**src/charger_regs_pkg.sv**
```systemverilog
// register map, field layouts, reset values and timing constants of the charger register bank
package charger_regs_pkg;

	// register byte addresses
	localparam logic [7:0] ADDR_BOOST_MASK = 8'h0D;
	localparam logic [7:0] ADDR_ADAPTER = 8'h0E;
	localparam logic [7:0] ADDR_POWER_PATH = 8'h21;
	localparam logic [7:0] ADDR_DATA_LINE = 8'h22;
	localparam logic [7:0] ADDR_INPUT_LIMIT = 8'h23;
	localparam logic [7:0] ADDR_WAKEUP_IRQ = 8'h24;
	localparam logic [7:0] ADDR_WATCHDOG = 8'h25;
	localparam logic [7:0] ADDR_STAT_FLAGS = 8'h26;
	localparam logic [7:0] ADDR_STAT_MASK = 8'h27;

	// field layouts, msb first
	typedef struct packed {
		logic boost_input_ovp_mask;
		logic boost_overload_mask;
		logic boost_low_battery_mask;
		logic [4:0] reserved;
	} boost_mask_t;
	typedef struct packed {
		logic [2:0] adapter_class;
		logic [1:0] input_limit_select;
		logic secondary_detect_enable;
		logic primary_detect_enable;
		logic detect_running;
	} adapter_ctrl_t;
	typedef struct packed {
		logic reserved;
		logic power_path_source_select;
		logic power_path_drive;
		logic min_input_reg_disable;
		logic [3:0] min_input_reg_level;
	} power_path_t;
	typedef struct packed {
		logic data_line_release;
		logic data_line_source_state;
		logic [2:0] fast_charge_timeout;
		logic [1:0] precharge_timeout;
		logic safety_timer_hold;
	} data_line_t;
	typedef struct packed {
		logic [4:0] avg_input_current_limit;
		logic [2:0] dead_battery_threshold;
	} input_limit_t;
	typedef struct packed {
		logic [1:0] eoc_timer;
		logic [2:0] wakeup_period;
		logic wakeup_timer_enable;
		logic interrupt_pulse_enable;
		logic interrupt_release;
	} wakeup_irq_t;
	typedef struct packed {
		logic watchdog_enable;
		logic [1:0] reserved_hi;
		logic bus_reset_wait;
		logic [1:0] reserved_lo;
		logic [1:0] watchdog_period;
	} watchdog_t;
	// same layout for flags and their masks
	typedef struct packed {
		logic temp_hot_change_flag;
		logic temp_warm_change_flag;
		logic temp_cool_change_flag;
		logic temp_cold_change_flag;
		logic power_good_change_flag;
		logic input_loop_change_flag;
		logic [1:0] reserved;
	} stat_t;
	// sensed levels whose changes raise the status flags
	typedef struct packed {
		logic temp_hot;
		logic temp_warm;
		logic temp_cool;
		logic temp_cold;
		logic power_good;
		logic min_input_voltage_loop;
	} status_levels_t;

	localparam int NUM_STAT_FLAGS = 6;
	localparam logic [1:0] STAT_RESERVED = 2'h0;

	// reset values and writable bit masks
	localparam logic [7:0] BOOST_MASK_RESET = 8'h00;
	localparam logic [7:0] ADAPTER_RESET = 8'h16;
	localparam logic [7:0] ADAPTER_WR_MASK = 8'h1E;
	localparam logic [7:0] POWER_PATH_RESET = 8'h40;
	localparam logic [7:0] DATA_LINE_RESET = 8'h00;
	localparam logic [7:0] DATA_LINE_WR_MASK = 8'hBF;
	localparam logic [7:0] INPUT_LIMIT_RESET = 8'h2F;
	localparam logic [7:0] WAKEUP_IRQ_RESET = 8'h00;
	localparam logic [7:0] WATCHDOG_RESET = 8'h13;
	localparam logic [7:0] STAT_MASK_RESET = 8'h00;
	localparam logic [7:0] READ_ZERO = 8'h00;

	// detection sequencer states
	typedef enum logic [2:0] {
		DET_IDLE = 3'b001,
		DET_RUN = 3'b010,
		DET_DONE = 3'b100
	} det_state_t;

	// input limit source selections
	localparam logic [1:0] SEL_CLASS = 2'h0;
	localparam logic [1:0] SEL_AVG = 2'h1;
	localparam logic [1:0] SEL_HIGHER = 2'h2;
	localparam logic [1:0] SEL_LOWER = 2'h3;

	// input current limits in mA
	localparam logic [11:0] LIMIT_100MA = 12'h064;
	localparam logic [11:0] LIMIT_150MA = 12'h096;
	localparam logic [11:0] LIMIT_500MA = 12'h1F4;
	localparam logic [11:0] LIMIT_1A = 12'h3E8;
	localparam logic [11:0] LIMIT_1500MA = 12'h5DC;
	localparam logic [11:0] LIMIT_NONE = 12'hFFF;
	localparam logic [11:0] LIMIT_STEP = 12'h064;
	localparam logic [4:0] AVG_DISABLE = 5'h1F;
	localparam logic [3:0] AVG_CODE_100 = 4'h0;
	localparam logic [3:0] AVG_CODE_150 = 4'h1;
	localparam logic [3:0] AVG_CODE_500 = 4'h2;
	localparam logic [11:0] CLASS_LIMIT [8] = '{LIMIT_500MA, LIMIT_1A, LIMIT_500MA, LIMIT_1A,
		LIMIT_1A, LIMIT_1A, LIMIT_1500MA, LIMIT_1500MA};

	// timing: one base tick per second
	localparam int CLK_HZ = 200_000_000;
	localparam int TICK_S = 1;
	localparam int TICK_CYCLES_DEFAULT = TICK_S * CLK_HZ;
	localparam int TICK_W = 28;
	localparam int TIMER_W = 9;
	localparam logic [8:0] WAKE_S [8] = '{9'h004, 9'h008, 9'h010, 9'h020, 9'h040, 9'h078,
		9'h0F0, 9'h1E0};
	localparam logic [8:0] WATCHDOG_S [4] = '{9'h001, 9'h002, 9'h004, 9'h008};

	// average input current limit decode in mA
	function automatic logic [11:0] avg_limit_ma(input logic [4:0] code);
		if (code == AVG_DISABLE) return LIMIT_NONE;
		else if (code[4:1] == AVG_CODE_100) return LIMIT_100MA;
		else if (code[4:1] == AVG_CODE_150) return LIMIT_150MA;
		else if (code[4:1] == AVG_CODE_500) return LIMIT_500MA;
		else return 12'({7'h00, code} * LIMIT_STEP);
	endfunction : avg_limit_ma

endpackage : charger_regs_pkg

```
**src/charger_control_register_bank.sv**
```systemverilog
// charger control and status register bank with detection, limits, timers and interrupt
// What this block does
// - status mask bits of one block their interrupt, zero passes it; boost mask bits are read-only and stay 0.
// - detected adapter class is reported in a read-only three-bit field.
// - limit select picks class, average setting, the higher or the lower of both.
// - secondary detection runs only while its enable bit is one.
// - primary detection starts on plug-in when enabled; host restarts by toggling 0 then 1.
// - read-only running flag is one exactly while detection is in progress.
// - power-path source bit gives the pin to software at 0, hardware at 1.
// - under software control drive 0 pulls the pin high, 1 pulls it low.
// - minimum-input regulation disable bit: 0 keeps regulation on, 1 turns it off.
// - four-bit level field selects minimum input voltage, 4.0 V to 15.5 V.
// - writing 1 releases the 0.6 V data-line source; status bit then reads 1.
// - three-bit fast-charge timeout field, 4 to 16 hours in two-hour steps.
// - two-bit precharge timeout field, 30, 45 or 60 minutes.
// - hold bit freezes the charge safety timers while one.
// - five-bit average input limit decodes 100, 150, 500 mA, 100 mA steps, or off.
// - three-bit dead-battery threshold, 2.9 V to 3.6 V in 0.1 V steps.
// - two-bit end-of-charge timer field, 0, 30, 45 or 60 minutes.
// - enabled wake-up timer raises a periodic interrupt, 4 s to 8 min.
// - host writes 1 to release the interrupt; the bit clears itself afterwards.
// - watchdog off and reset at 0; at 1 it expires after 1 to 8 s.
// - each temperature region flag sets when the sensed zone enters or leaves it.
// - power-good flag sets on every change of input power state.
// - input-loop flag sets whenever the minimum-input loop changes state.
// - with limit source 0 the boost-select pin gives 500 mA low, 1 A high.
`timescale 1ns/1ps
`default_nettype none
module charger_control_register_bank #(
	parameter int TICK_CYCLES = charger_regs_pkg::TICK_CYCLES_DEFAULT
) (
	input wire logic clk,
	input wire logic arst_n,
	input wire logic ce,
	input wire logic reg_wr,
	input wire logic reg_rd,
	input wire logic [7:0] reg_addr,
	input wire logic [7:0] reg_wdata,
	output logic [7:0] reg_rdata,
	input wire logic vin_present,
	input wire logic detect_done,
	input wire logic [2:0] detect_class,
	input wire logic boost_select_pin,
	input wire logic input_limit_source,
	input wire logic hw_power_path,
	input wire charger_regs_pkg::status_levels_t status_levels,
	input wire logic [2:0] boost_fault_event,
	output logic irq_n,
	output logic detect_start,
	output logic secondary_detect_active,
	output logic [11:0] input_limit_ma,
	output logic power_path_pin,
	output logic min_input_reg_enable,
	output logic [3:0] min_input_reg_level,
	output logic data_line_source_enable,
	output logic [2:0] fast_charge_timeout,
	output logic [1:0] precharge_timeout,
	output logic safety_timer_hold,
	output logic [2:0] dead_battery_threshold,
	output logic [1:0] eoc_timer,
	output logic wakeup_expired,
	output logic watchdog_expired
);
	localparam logic [charger_regs_pkg::TICK_W-1:0] TICK_LAST =
		charger_regs_pkg::TICK_W'(TICK_CYCLES - 1);

	typedef struct packed {
		charger_regs_pkg::boost_mask_t bmask;
		charger_regs_pkg::adapter_ctrl_t adc;
		charger_regs_pkg::power_path_t pp;
		charger_regs_pkg::data_line_t dl;
		charger_regs_pkg::input_limit_t il;
		charger_regs_pkg::wakeup_irq_t ew;
		charger_regs_pkg::watchdog_t wd;
		charger_regs_pkg::stat_t smask;
		logic [7:0] rdata;
		charger_regs_pkg::det_state_t det;
		logic vin_q;
		logic pri_q;
		logic [charger_regs_pkg::TICK_W-1:0] tick_cnt;
		logic tick;
		logic irq_n;
		logic dstart;
		logic sec_active;
		logic [11:0] limit;
		logic pp_pin;
	} state_t;

	localparam state_t ST_RESET = '{
		bmask: charger_regs_pkg::BOOST_MASK_RESET,
		adc: charger_regs_pkg::ADAPTER_RESET,
		pp: charger_regs_pkg::POWER_PATH_RESET,
		dl: charger_regs_pkg::DATA_LINE_RESET,
		il: charger_regs_pkg::INPUT_LIMIT_RESET,
		ew: charger_regs_pkg::WAKEUP_IRQ_RESET,
		wd: charger_regs_pkg::WATCHDOG_RESET,
		smask: charger_regs_pkg::STAT_MASK_RESET,
		det: charger_regs_pkg::DET_IDLE,
		pri_q: 1'b1,
		irq_n: 1'b1,
		pp_pin: 1'b1,
		limit: charger_regs_pkg::LIMIT_500MA,
		default: '0
	};

	logic [1:0] rst_sync;
	logic rst_n;
	state_t st, nx;
	logic [charger_regs_pkg::NUM_STAT_FLAGS-1:0] flags, flag_set, levels;
	logic rd_flags, start, unmasked_event;
	logic [11:0] avg_ma, cls_ma;
	logic wake_exp, wd_exp, wake_restart;
	charger_regs_pkg::data_line_t dl_w;
	charger_regs_pkg::wakeup_irq_t ew_w;

	// reset release through two flops; assertion stays asynchronous
	always_ff @(posedge clk or negedge arst_n) begin
		if (!arst_n) rst_sync <= 2'h0;
		else rst_sync <= {rst_sync[0], 1'b1};
	end
	assign rst_n = rst_sync[1];

	// one change detector per status flag, cleared by reading the flags
	assign levels = status_levels;
	assign rd_flags = reg_rd && (reg_addr == charger_regs_pkg::ADDR_STAT_FLAGS);
	for (genvar i = 0; i < charger_regs_pkg::NUM_STAT_FLAGS; i++) begin : g_flag
		status_change_flag u_flag (
			.clk(clk),
			.rst_n(rst_n),
			.ce(ce),
			.level(levels[i]),
			.clear(rd_flags),
			.flag(flags[i]),
			.set_pulse(flag_set[i])
		);
	end

	// wake-up period restarts whenever its register is rewritten
	assign wake_restart = reg_wr && (reg_addr == charger_regs_pkg::ADDR_WAKEUP_IRQ);
	period_timer u_wake (
		.clk(clk),
		.rst_n(rst_n),
		.ce(ce),
		.enable(st.ew.wakeup_timer_enable),
		.restart(wake_restart),
		.tick(st.tick),
		.limit(charger_regs_pkg::WAKE_S[st.ew.wakeup_period]),
		.expire(wake_exp)
	);

	// any register write kicks the watchdog
	period_timer u_watchdog (
		.clk(clk),
		.rst_n(rst_n),
		.ce(ce),
		.enable(st.wd.watchdog_enable),
		.restart(reg_wr),
		.tick(st.tick),
		.limit(charger_regs_pkg::WATCHDOG_S[st.wd.watchdog_period]),
		.expire(wd_exp)
	);

	// limit sources for the selector
	assign avg_ma = charger_regs_pkg::avg_limit_ma(st.il.avg_input_current_limit);
	assign cls_ma = charger_regs_pkg::CLASS_LIMIT[st.adc.adapter_class];
	assign dl_w = reg_wdata;
	assign ew_w = reg_wdata;
	assign start = st.adc.primary_detect_enable && vin_present &&
		(!st.vin_q || !st.pri_q);

	always_comb begin
		nx = st;
		nx.tick = 1'b0;
		nx.dstart = 1'b0;
		nx.vin_q = vin_present;
		nx.pri_q = st.adc.primary_detect_enable;
		// base tick prescaler; a long count, shortened in simulation by parameter
		if (st.tick_cnt == TICK_LAST) begin
			nx.tick_cnt = '0;
			nx.tick = 1'b1;
		end else begin
			nx.tick_cnt = st.tick_cnt + 1'b1;
		end
		// release completes in one cycle, then the bit drops by itself
		if (st.ew.interrupt_release) nx.ew.interrupt_release = 1'b0;
		// register writes; the boost mask register is read-only and stays at reset
		if (reg_wr) begin
			if (reg_addr == charger_regs_pkg::ADDR_ADAPTER) begin
				nx.adc = (reg_wdata & charger_regs_pkg::ADAPTER_WR_MASK) |
					(st.adc & ~charger_regs_pkg::ADAPTER_WR_MASK);
			end else if (reg_addr == charger_regs_pkg::ADDR_POWER_PATH) begin
				nx.pp = reg_wdata;
			end else if (reg_addr == charger_regs_pkg::ADDR_DATA_LINE) begin
				nx.dl = (reg_wdata & charger_regs_pkg::DATA_LINE_WR_MASK) |
					(st.dl & ~charger_regs_pkg::DATA_LINE_WR_MASK);
				// writing 0 leaves an earlier release in place
				nx.dl.data_line_source_state = st.dl.data_line_source_state |
					dl_w.data_line_release;
			end else if (reg_addr == charger_regs_pkg::ADDR_INPUT_LIMIT) begin
				nx.il = reg_wdata;
			end else if (reg_addr == charger_regs_pkg::ADDR_WAKEUP_IRQ) begin
				nx.ew = reg_wdata;
				nx.ew.interrupt_release = ew_w.interrupt_release;
			end else if (reg_addr == charger_regs_pkg::ADDR_WATCHDOG) begin
				nx.wd = reg_wdata;
			end else if (reg_addr == charger_regs_pkg::ADDR_STAT_MASK) begin
				nx.smask = reg_wdata;
			end
		end
		// adapter detection sequencer
		case (st.det)
			charger_regs_pkg::DET_IDLE, charger_regs_pkg::DET_DONE: begin
				if (start) begin
					nx.det = charger_regs_pkg::DET_RUN;
					nx.dstart = 1'b1;
				end
			end
			charger_regs_pkg::DET_RUN: begin
				if (!st.adc.primary_detect_enable || !vin_present) begin
					nx.det = charger_regs_pkg::DET_IDLE;
				end else if (detect_done) begin
					nx.det = charger_regs_pkg::DET_DONE;
					nx.adc.adapter_class = detect_class;
				end
			end
			default: nx.det = charger_regs_pkg::DET_IDLE;
		endcase
		// class of a removed adapter is no longer valid
		if (!vin_present) nx.adc.adapter_class = '0;
		nx.adc.detect_running = (nx.det == charger_regs_pkg::DET_RUN);
		nx.sec_active = nx.adc.detect_running && nx.adc.secondary_detect_enable;
		// effective input current limit
		if (!input_limit_source) begin
			nx.limit = boost_select_pin ? charger_regs_pkg::LIMIT_1A :
				charger_regs_pkg::LIMIT_500MA;
		end else begin
			case (st.adc.input_limit_select)
				charger_regs_pkg::SEL_CLASS: nx.limit = cls_ma;
				charger_regs_pkg::SEL_AVG: nx.limit = avg_ma;
				charger_regs_pkg::SEL_HIGHER: nx.limit = (avg_ma > cls_ma) ? avg_ma : cls_ma;
				default: nx.limit = (avg_ma < cls_ma) ? avg_ma : cls_ma;
			endcase
		end
		// power-path pin: drive bit 1 pulls low, so the level is its inverse
		nx.pp_pin = st.pp.power_path_source_select ? hw_power_path :
			!st.pp.power_path_drive;
		// registered read data, zero for unmapped addresses
		if (reg_rd) begin
			if (reg_addr == charger_regs_pkg::ADDR_BOOST_MASK) nx.rdata = st.bmask;
			else if (reg_addr == charger_regs_pkg::ADDR_ADAPTER) nx.rdata = st.adc;
			else if (reg_addr == charger_regs_pkg::ADDR_POWER_PATH) nx.rdata = st.pp;
			else if (reg_addr == charger_regs_pkg::ADDR_DATA_LINE) nx.rdata = st.dl;
			else if (reg_addr == charger_regs_pkg::ADDR_INPUT_LIMIT) nx.rdata = st.il;
			else if (reg_addr == charger_regs_pkg::ADDR_WAKEUP_IRQ) nx.rdata = st.ew;
			else if (reg_addr == charger_regs_pkg::ADDR_WATCHDOG) nx.rdata = st.wd;
			else if (reg_addr == charger_regs_pkg::ADDR_STAT_FLAGS) begin
				nx.rdata = {flags, charger_regs_pkg::STAT_RESERVED};
			end else if (reg_addr == charger_regs_pkg::ADDR_STAT_MASK) nx.rdata = st.smask;
			else nx.rdata = charger_regs_pkg::READ_ZERO;
		end
		// a new unmasked event wins over a release or a flag read in the same cycle
		if (unmasked_event) nx.irq_n = 1'b0;
		else if (st.ew.interrupt_release || rd_flags) nx.irq_n = 1'b1;
	end

	// status masks gate their flags; boost masks gate the boost fault events
	always_comb begin
		unmasked_event = |(flag_set & ~st.smask[7:2]) ||
			|(boost_fault_event & ~st.bmask[7:5]) || wake_exp || wd_exp;
	end

	always_ff @(posedge clk or negedge rst_n) begin
		if (!rst_n) st <= ST_RESET;
		else if (ce) st <= nx;
	end

	// outputs straight from the state flops
	assign reg_rdata = st.rdata;
	assign irq_n = st.irq_n;
	assign detect_start = st.dstart;
	assign secondary_detect_active = st.sec_active;
	assign input_limit_ma = st.limit;
	assign power_path_pin = st.pp_pin;
	assign min_input_reg_enable = !st.pp.min_input_reg_disable;
	assign min_input_reg_level = st.pp.min_input_reg_level;
	assign data_line_source_enable = !st.dl.data_line_source_state;
	assign fast_charge_timeout = st.dl.fast_charge_timeout;
	assign precharge_timeout = st.dl.precharge_timeout;
	assign safety_timer_hold = st.dl.safety_timer_hold;
	assign dead_battery_threshold = st.il.dead_battery_threshold;
	assign eoc_timer = st.ew.eoc_timer;
	assign wakeup_expired = wake_exp;
	assign watchdog_expired = wd_exp;
endmodule : charger_control_register_bank
`default_nettype wire

```
**src/status_change_flag.sv**
```systemverilog
// sticky flag that sets on every change of a sensed level
`timescale 1ns/1ps
`default_nettype none
module status_change_flag (
	input wire logic clk,
	input wire logic rst_n,
	input wire logic ce,
	input wire logic level,
	input wire logic clear,
	output logic flag,
	output logic set_pulse
);
	typedef struct packed {
		logic armed;
		logic prev;
		logic flag;
	} flag_state_t;
	flag_state_t st, nx;

	// first cycle after reset only learns the level, so a high strap raises nothing
	always_comb begin
		nx = st;
		set_pulse = st.armed && (level != st.prev);
		nx.armed = 1'b1;
		nx.prev = level;
		if (set_pulse) nx.flag = 1'b1;
		else if (clear) nx.flag = 1'b0;
	end

	always_ff @(posedge clk or negedge rst_n) begin
		if (!rst_n) st <= '0;
		else if (ce) st <= nx;
	end

	assign flag = st.flag;
endmodule : status_change_flag
`default_nettype wire

```
**src/period_timer.sv**
```systemverilog
// second-tick counter that pulses when a programmed number of ticks has passed
`timescale 1ns/1ps
`default_nettype none
module period_timer (
	input wire logic clk,
	input wire logic rst_n,
	input wire logic ce,
	input wire logic enable,
	input wire logic restart,
	input wire logic tick,
	input wire logic [charger_regs_pkg::TIMER_W-1:0] limit,
	output logic expire
);
	typedef struct packed {
		logic [charger_regs_pkg::TIMER_W-1:0] count;
		logic expire;
	} timer_state_t;
	timer_state_t st, nx;

	// disabled or restarted timers hold at zero; expiry restarts the period
	always_comb begin
		nx = st;
		nx.expire = 1'b0;
		if (!enable || restart) begin
			nx.count = '0;
		end else if (tick) begin
			if (st.count + 1'b1 >= limit) begin
				nx.count = '0;
				nx.expire = 1'b1;
			end else begin
				nx.count = st.count + 1'b1;
			end
		end
	end

	always_ff @(posedge clk or negedge rst_n) begin
		if (!rst_n) st <= '0;
		else if (ce) st <= nx;
	end

	assign expire = st.expire;
endmodule : period_timer
`default_nettype wire

```
**config.mk**
```make
export PLATFORM = sky130hd
export DESIGN_NAME = charger_control_register_bank
export DESIGN_NICKNAME = d
export VERILOG_FILES = /design/src/charger_regs_pkg.sv /design/src/charger_control_register_bank.sv /design/src/status_change_flag.sv /design/src/period_timer.sv
export SDC_FILE = /design/constraint.sdc
export NUM_CORES = 1
export LEC_CHECK = 0
export BUFFER_PORTS_ARGS = -buffer_cell sky130_fd_sc_hd__buf_4
export CORE_UTILIZATION = 60
export CTS_CLUSTER_SIZE = 40
export DETAILED_ROUTE_END_ITERATION = 8
export PLACE_DENSITY_LB_ADDON = 0.1
export SLEW_MARGIN = 30
export SYNTH_ARGS = -nofsm -noshare
export SYNTH_HDL_FRONTEND = slang
export SYNTH_SLANG_ARGS = --single-unit
```
**constraint.sdc**
```tcl
create_clock -name clk -period 5.1 [get_ports clk]
set_clock_uncertainty 0.1 [all_clocks]
set_input_delay 0.255 -clock clk [delete_from_list [all_inputs] [get_ports clk]]
set_output_delay 0.255 -clock clk [all_outputs]
set_load 0.02 [all_outputs]
```
# --- Yosys cells after proc, flatten, opt, wreduce, memory -nomap -nowiden ---
# Memories as Yosys holds them, arrays and structs flattened.
# Index checks and enable logic that the tools add are counted.
word_totals:
  mem_count: 2
  mem_bits_ro: 168
  ff_bits: 149
memory_table:
  columns: ["memory", "depth", "width", "rd", "rd_ports_with_merged_regs", "write_ports", "line", "source"]
  rows:
  - ["(no name shown)", 8, 12, 1, 0, 0, "charger_control_register_bank.sv:165", "assign cls_ma = charger_regs_pkg::CLASS_LIMIT[st.adc.adapter_class];"]
  - ["(no name shown)", 8, 9, 1, 0, 0, "charger_control_register_bank.sv:147", ".limit(charger_regs_pkg::WAKE_S[st.ew.wakeup_period]),"]
classes:
  n_eq_ne: 25
  n_mul: 1
  add_sub_neg: 3
  n_bitwise: 14
  n_reduce_logical: 59
  order_cmp: 7
  muxes: 71
op_table:
  columns: ["operator", "n"]
  rows:
  - ["$mux 8", 17]
  - ["$mux 12", 9]
  - ["$mux 9", 8]
  - ["$eq 8x6->1 const B", 7]
  - ["$mux 56", 1]
  - ["$mux 48", 1]
  - ["$mux 40", 1]
  - ["$pmux 12 s3", 1]
  - ["$mux 32", 1]
  - ["$mux 10", 3]
  - ["$add 28x1->28 const B", 1]
  - ["$eq 28x28->1 const B", 1]
  - ["$mux 28", 1]
  - ["$mux 24", 1]
  - ["$mux 3", 7]
  - ["$reduce_and 2->1", 10]
  - ["$add 9x1->9 const B", 2]
  - ["$bmux 9 s2", 1]
  - ["$ge 9x9->1", 2]
  - ["$reduce_bool 2->1", 9]
  - ["$mux 1", 17]
  - ["$eq 8x4->1 const B", 2]
  - ["$mux 16", 1]
  - ["$gt 12x12->1", 1]
  - ["other kinds (37)", 75]

# --- Longest topological paths before layout ---
# Gate-level depths: netlist of run 1.
logic_depth:
  word_depth: 13
  mapped_depth: 17

# --- Cells and area by module ---
# A second synthesis of run 1 with hierarchy kept.
unflattened:
  cells_unflattened: 911
  area_unflattened_um2: 9178.8
by_module_without_submodules:
  columns: ["mod", "cells_per_inst", "area_each_um2", "n_inst"]
  rows:
  - ["charger_control_register_bank", 697, 6934.2, 1]
  - ["period_timer", 80, 754.5, 2]
  - ["status_change_flag", 9, 122.6, 6]

# --- Least setup slack after synthesis of run 1 ---
# Ideal clock, no wire load.
synth_path:
  kind: "register to register"
  startpoint: "register st[87] (netlist bit)"
  endpoint: "register st (netlist bit input_limit_ma[10])"
  arrival_ns: 3.771
  setup_slack_ns: 1.108
  period_less_slack_ns: 3.992
  path_stages_with_launch: 17
  n_path_buf: 0
  path_cell_list: "dfstp_2 > inv_1 > ha_1 > ha_1 > inv_1 > fa_1 > inv_1 > a31oi_1 > xnor2_1 > a21oi_1 > inv_1 > ha_1 > o2111ai_1 > a221o_1 > a31o_2 > a311o_1 > a22o_1"
synth_via:
  elab_chain_cells: 9
  elab_cells_between_ends: 15
  cone_classes: "1 x mul; 2 x order compare; 3 x eq/ne; 8 x mux; 1 x reduce/logical"
synth_lines:
  columns: ["item", "line", "source"]
  rows:
  - ["start: declaration", "charger_control_register_bank.sv:108", "state_t st, nx;"]
  - ["start signal: assignment", "charger_control_register_bank.sv:274", "else if (ce) st <= nx;"]
  - ["$mul 5x5->10 or $eq 4x2->1 (tied branches)", "charger_regs_pkg.sv:141, charger_regs_pkg.sv:140", null]
  - ["$mux 12", "charger_regs_pkg.sv:140", "else if (code[4:1] == AVG_CODE_500) return LIMIT_500MA;"]
  - ["$mux 12", "charger_regs_pkg.sv:139", "else if (code[4:1] == AVG_CODE_150) return LIMIT_150MA;"]
  - ["$mux 12", "charger_regs_pkg.sv:138", "else if (code[4:1] == AVG_CODE_100) return LIMIT_100MA;"]
  - ["$mux 12 *", "charger_regs_pkg.sv:137", "if (code == AVG_DISABLE) return LIMIT_NONE;"]
  - ["$lt 12x12->1 or $gt 12x12->1 (tied branches)", "charger_control_register_bank.sv:241, charger_control_register_bank.sv:240", null]
  - ["$mux 12, on equally long branches", "charger_control_register_bank.sv:241, charger_control_register_bank.sv:240", null]
  - ["$pmux 12 s3 *", "charger_control_register_bank.sv:237", "case (st.adc.input_limit_select)"]
  - ["$mux 12 *", "charger_control_register_bank.sv:233", "if (!input_limit_source) begin"]
# Mark *: on every way between the ends. The rest lies on a longest branch, timed or not.
# A chain may end at the register's enable or synchronous reset.

# --- Final worst setup path of run 1 ---
layout_path:
  startpoint: "register st[89] (netlist bit)"
  endpoint: "register st (netlist bit input_limit_ma[10])"
# The elaborated chain is that of the path after synthesis.

==> summary.md, run 1 <==
| Metric | Value |
|---|---|
| Worst-Skew Late Latency | `420 ps` |
| Crit share post-route | `84.4%` |
| Core area | `0.0139 mm²` |
| Setup bufs post-CTS | `0` |
| PostCTS Resize Cnt | `0` |
| Max rail drop VDD | `0.237 mV` |
| Syn_area_per_cell | `10.1 µm²` |
| Critical path's top delay family | `compound AO/OA/AOI/OAI gates` |
| Worst EP arrival | `4510 ps` |
| Lkg Pwr | `4.55 nW` |
| EDFF count, synth | `0` |
| Clk root buf | `clkbuf_16` |
| Design Power | `3.07 mW` |
| FF+latch count, synth | `149` |
| Slowest Stage Delay on Critical Path | `490 ps` |
| Gpl congestion | `0.900` |
| Layout net count | `989` |
| Die area | `0.0148 mm²` |
| Outcome | `finished, final reports clean` |
| RSZ-0062 raised after global routing | `false` |
| Asr flop ratio synth | `100%` |
| Setup TNS | `0 ps` |
| Post-synth top area share | `37.0%` |
| Critical Path Fanout Max | `7` |
| Syn Nets | `938` |
| Share of cells above drive strength 1 | `22.9%` |
| DR vias/cell | `6.03` |
| Grt ovf | `0` |
| First-pass GRT wire length | `34100 µm` |
| Vias after detailed routing | `6607` |
| TritonCTS clock tree | `yes` |
| Ys flop type | `dfrtp_1` |
| Sequential share of the synthesized area | `43.8%` |
| Post-synth top area cell | `dfrtp_1` |
| CP dominant cell by count | `ha_1` |
| Die Y | `122 µm` |
| Initial Utilization | `61.6%` |
| # port buffers | `80` |
| Count leader, synth | `dfrtp_1` |
| Worst-path clk slew | `60 ps` |
| Critical Path RT | `5310 ps` |
| Startpoint type of the worst setup path | `register` |
| Number of I/O pins | `81` |
| Total GRT Usage | `29.8%` |
| Final hold violations | `0` |
| H-Tree Depth | `4` |
| Final worst path period need | `4310 ps` |
| Least-Margin Pin Slew | `706 ps` |
| Die Width | `122 µm` |
| CP endpoint kind | `register` |
| DRT antenna net count | `0` |
| Slew Limit Fails | `0` |
| Initial antenna violation count | `0` |
| Hold buffer count at cts | `8` |
| Hold path cells | `2` |
| Vias in the first global route | `6898` |
| Crit-path slowest cell | `dfrtp_1` |
| Number of stages on the worst setup path | `15` |
| Cell area after synthesis | `0.00858 mm²` |
| P&R area growth vs syn | `13.6%` |
| Max cap viols | `0` |
| Num Clock Sinks | `149` |
| CTS Buffer Depth | `2` |
| Largest net degree at the start of global routing | `53` |
| WS Path Type | `reg -> reg` |
| # rows | `43` |
| Cells after Synth | `852` |
| Min-Delay Path Class | `in -> reg` |
| N_diodes | `0` |
| # setup viols final | `0` |
| Max_slew headroom | `52.8%` |
| Worst Reg-to-Reg Cells | `15` |
| # DRC | `0` |
| Num CTS Buffers | `17` |
| Area contributors post-synth | `dfrtp_1 37%, ha_1 6.9%, dfstp_2 6.7%` |
| Drt wl/cell | `18.7 µm` |
| Pre-antenna DRT Iters | `5` |
| Worst path cell trace | `inv_1 -> ha_1 -> ha_1 -> ha_1 -> ha_1 -> a31oi_1 -> xnor2_1 -> a21oi_1 -> inv_1 -> ha_1 -> o2111ai_1 -> a221o_1 -> a31o_2 -> a311o_1 -> a22o_1` |
| Final wirelength | `20500 µm` |
| Synth top cells by count | `127 x dfrtp_1, 80 x nand2_1, 65 x o21ai_0` |
| Worst path buffer plus inverter count | `2` |
| Max frequency | `232 MHz` |
| Reg2reg setup slack | `790 ps` |
| Pwr/cell area | `315 mW/mm²` |
| Number of DRC markers in iteration 0 | `426` |
| Synth cell types | `80` |
| Post-DP HPWL | `14600 µm` |
| Synth Warn # | `0` |
worst reg2reg max path, cell delays in order, from the launching register on:
cell	delay, ps
dfrtp_1	490
inv_1	90
ha_1	310
ha_1	280
ha_1	300
ha_1	340
a31oi_1	220
xnor2_1	90
a21oi_1	190
inv_1	70
ha_1	300
o2111ai_1	190
a221o_1	380
a31o_2	280
a311o_1	370
a22o_1	200
layer usage:
metal / vias up / part of all wire (%) / global-route usage [%]
li1: 3117 / - / -
met1: 3257 / 45 / 39.0
met2: 192 / 47 / 48.1
met3: 41 / 5.1 / 6.27
met4: 0 / 2.3 / 12.6
met5: - / 0 / 0
cell families after synthesis:
kind of cell | share of synthesized area, %
other | 0.0437
DFF | 43.8
muxes | 7.49
xor gates and xnor gates | 4.69
AOI/OAI and AO/OA | 16.1
adders and majority gates | 7.08
and+or+nand+nor | 15.0
buffers and inverters | 5.82
stage by stage:
step	cells	area (µm²)	worst slack, ps	hold slack (ps)	util [%]
floorplan	852	8580	580	-141	-
global placement	1056	9070	921	-61.2	65.1
detailed placement	1056	9080	830	-60.5	65.2
CTS	1096	9740	831	1.27	69.9
global route	1096	9750	474	16.1	70.0
finish	1096	9750	795	18.4	70.0
registers in the layout (all words and copies together), names as in the netlist, 4 cells and up:
name and cells:
reg_rdata 8, g_flag.u_flag.st 7, u_watchdog.st 9, g_flag.u_flag.flag 6, input_limit_ma 12, u_wake.st 9
st 74, min_input_reg_level 4
final timing paths:
path / from / endpoint
worst max-delay path: st[89] / input_limit_ma[10]
worst min-delay path: reg_wdata[0] / st[74]
worst max register to register: st[89] / input_limit_ma[10]
worst min register to register: rst_sync[1] / detect_start
max in group asynchronous: rst_sync[1] / safety_timer_hold
min in group asynchronous: arst_n / rst_sync[1]
power by group:
part	internal, mW	total (mW)	switching [mW]
Clock	0.749	1.24	0.495
Sequential	1.26	1.34	0.0755
Combinational	0.212	0.485	0.273
cell usage in the layout (no fill, tap or decap), types with 28 or more instances in the layout:
master   netlist  routed
nand2_1       80      80
nor2_1        59      59
o21ai_0       65      65
dfrtp_1      127     126
mux2_2        49      49
ha_1          47      47
inv_1         37      37
xnor2_1       29      29
a21oi_1       38      38
buf_4         35      82
nand3_1       28      28
layout make-up:
cell class | instances | area (µm²)
sequential | 149 | 3760
clock inverter | 11 | 125
multi-input combinational | 607 | 4340
timing repair buffer | 90 | 696
clock buffer | 21 | 460
fill | 1063 | 4180
tap | 180 | 225
inverter | 38 | 143
Note: power is estimated with default switching activity, not from simulation.
==> run 2, diff against run 1 <==
==> constraint.sdc (replaced) <==
create_clock -name clk -period 4.06 [get_ports clk]
set_clock_uncertainty 0.1 [all_clocks]
set_input_delay 0.203 -clock clk [delete_from_list [all_inputs] [get_ports clk]]
set_output_delay 0.203 -clock clk [all_outputs]
set_load 0.02 [all_outputs]
==> run 2 against run 1 <==
- die area stayed put
- fmax is 8.1% higher
- utilization increased by 2.7 points
- critical path depth grew 3
- sequential share of layout area decreased by 1.4 points
- final cell count rose by 2.4%
- final area up 3.9%
- non-clock buffer count rose by 26
- register-to-register slack lost 720 ps
- sequential cell count stayed put
- critical endpoint is now input_limit_ma[9]
- largest power group unchanged
==> summary.md, run 2 (same netlist as run 1, synthesis figures left out) <==
| Metric | Value |
|---|---|
| Design Power | `3.95 mW` |
| Final hold violations | `0` |
| Pre-antenna DRT Iters | `5` |
| First-pass GRT wire length | `34000 µm` |
| Psw | `1.09 mW` |
| Reg2reg setup slack | `80 ps` |
| # setup viols final | `0` |
| CP endpoint kind | `register` |
| Number of I/O pins | `81` |
| CTS Buffer Depth | `2` |
| Max cap viols | `0` |
| Setup crit end | `input_limit_ma[9]` |
| # port buffers | `80` |
| Vias in the first global route | `6692` |
| Lkg Pwr | `4.63 nW` |
| Sw frac | `27.7%` |
| H-Tree Depth | `4` |
| Setup TNS | `0 ps` |
| Vias after detailed routing | `6822` |
| Hold WS | `5.81 ps` |
| DRT antenna net count | `0` |
| Min-Delay Path Class | `in -> reg` |
| Startpoint type of the worst setup path | `register` |
| Crit share post-route | `98.1%` |
| P_int | `2.86 mW` |
| N_diodes | `0` |
| Seq pwr share | `42.5%` |
| Max FFs per register | `74` |
| TritonCTS clock tree | `yes` |
| Initial Utilization | `61.6%` |
| Grt ovf | `0` |
| Slew Limit Fails | `0` |
| Die area | `0.0148 mm²` |
| Worst EP arrival | `4190 ps` |
| Clk root buf | `clkbuf_16` |
| Num Clock Sinks | `149` |
| WS Path Type | `reg -> reg` |
| Share of cells above drive strength 1 | `26.1%` |
| Critical Path Fanout Max | `5` |
| Post-DP HPWL | `14600 µm` |
| Most frequent cells in the layout | `125 x dfrtp_1, 95 x buf_4, 80 x nand2_1` |
| Worst-Skew Late Latency | `430 ps` |
| Setup ws final | `77.8 ps` |
| Die Y | `122 µm` |
| Max frequency | `251 MHz` |
| Largest net degree at the start of global routing | `99` |
| Max rail drop VDD | `0.277 mV` |
| Drt wl/cell | `18.6 µm` |
| Total GRT Usage | `29.9%` |
| Clock Power Share | `39.5%` |
| Logic pwr share | `18.0%` |
| Core area | `0.0139 mm²` |
| Worst r2r dst | `input_limit_ma[9]` |
| Pwr/cell area | `390 mW/mm²` |
| Dpl ws | `-85.4 ps` |
| Commonest non-fill, non-tap cell in the layout | `dfrtp_1` |
| Num CTS Buffers | `17` |
| Hold path cells | `4` |
| Gpl congestion | `0.911` |
| Layout net count | `1015` |
| Critical Path RT | `4260 ps` |
| Least-Margin Pin Slew | `717 ps` |
| Final Util | `72.7%` |
| Most flops, register | `st` |
| Number of DRC markers in iteration 0 | `476` |
| DR vias/cell | `6.08` |
| Worst Reg-to-Reg Cells | `18` |
| Worst r2r src | `st[87]` |
| Outcome | `finished, final reports clean` |
| Final worst path period need | `3980 ps` |
| # DRC | `0` |
| Die Width | `122 µm` |
| Worst-path clk slew | `60 ps` |
| Worst setup path startpoint | `st[87]` |
| Initial antenna violation count | `0` |
| P&R area growth vs syn | `18.1%` |
| # rows | `43` |
| Max_slew headroom | `52.1%` |
| Final wirelength | `20900 µm` |
==> run 2: changes by cell type in the layout (fill, tap and decap cells not counted), moves of 5 or more <==
cell and delta:
buf_4 +13, dlygate4sd3_1 +10, ha_1 -9, ha_4 +8
inv_1 -5, inv_2 +5
==> run 2: power groups by stage <==
stage | combinational, mW | clock (mW) | sequential, mW
3_5_place_dp | 0.623 | 0 | 1.70
5_1_grt | 0.777 | 1.64 | 1.69
6_report | 0.713 | 1.56 | 1.68
3_3_place_gp | 0.604 | 0 | 1.69
4_1_cts | 0.653 | 1.58 | 1.68
2_1_floorplan | 0.446 | 0 | 1.69
==> run 2: metal layers <==
metal / vias up / global-route usage, % / routed length [µm]
met5: - / 0 / 0
met4: 0 / 9.34 / 338
li1: 3180 / - / -
met1: 3380 / 40.3 / 9310
met3: 29 / 5.48 / 1170
met2: 233 / 48.9 / 10000
==> run 2: through the flow <==
step / cell area (µm²) / std cells
finish: 10100 / 1122
global route: 10100 / 1122
CTS: 9940 / 1119
detailed placement: 9160 / 1066
global placement: 9160 / 1066
floorplan: 8590 / 852
==> run 2: worst min-delay path by stage <==
stage                          from          end  slack (ps)
2_1_floorplan                arst_n  rst_sync[0]        -190
3_3_place_gp                 arst_n  rst_sync[0]        -110
3_5_place_dp                 arst_n  rst_sync[0]        -110
4_1_cts             detect_class[1]      st[112]           4
5_1_grt             detect_class[2]      st[113]          20
6_report       boost_fault_event[0]        irq_n           6
==> run 2: final cells by class <==
| class | count | area, µm² |
|---|---|---|
| clock buffers | 24 | 472 |
| flip-flops and latches | 149 | 3760 |
| well taps | 180 | 225 |
| repair buffers | 116 | 936 |
| clock inverters | 8 | 105 |
| multi-input cells | 607 | 4490 |
| fillers | 1007 | 3800 |
| inverters | 38 | 143 |
==> run 2: timing repair <==
item	4_1_cts	5_1_grt
hold endpoints to repair	48	0
hold buffers	18	0
gates resized for setup	2	27
setup endpoints to repair	8	11
pin swaps	6	12
buffers inserted	3	3
==> run 2: worst max-delay path: stages (launching register included) <==
cell       delay (ps)
dfstp_2           580
buf_6             110
buf_4             110
ha_1              150
ha_1              230
ha_2              190
ha_4              250
a31oi_4           210
xnor2_2           100
a21oi_2           180
inv_2              60
ha_4              280
o2111ai_4         110
a221o_1           360
o2bb2ai_4         200
a21oi_4           250
buf_6             130
mux2i_1           170
o22ai_1            90
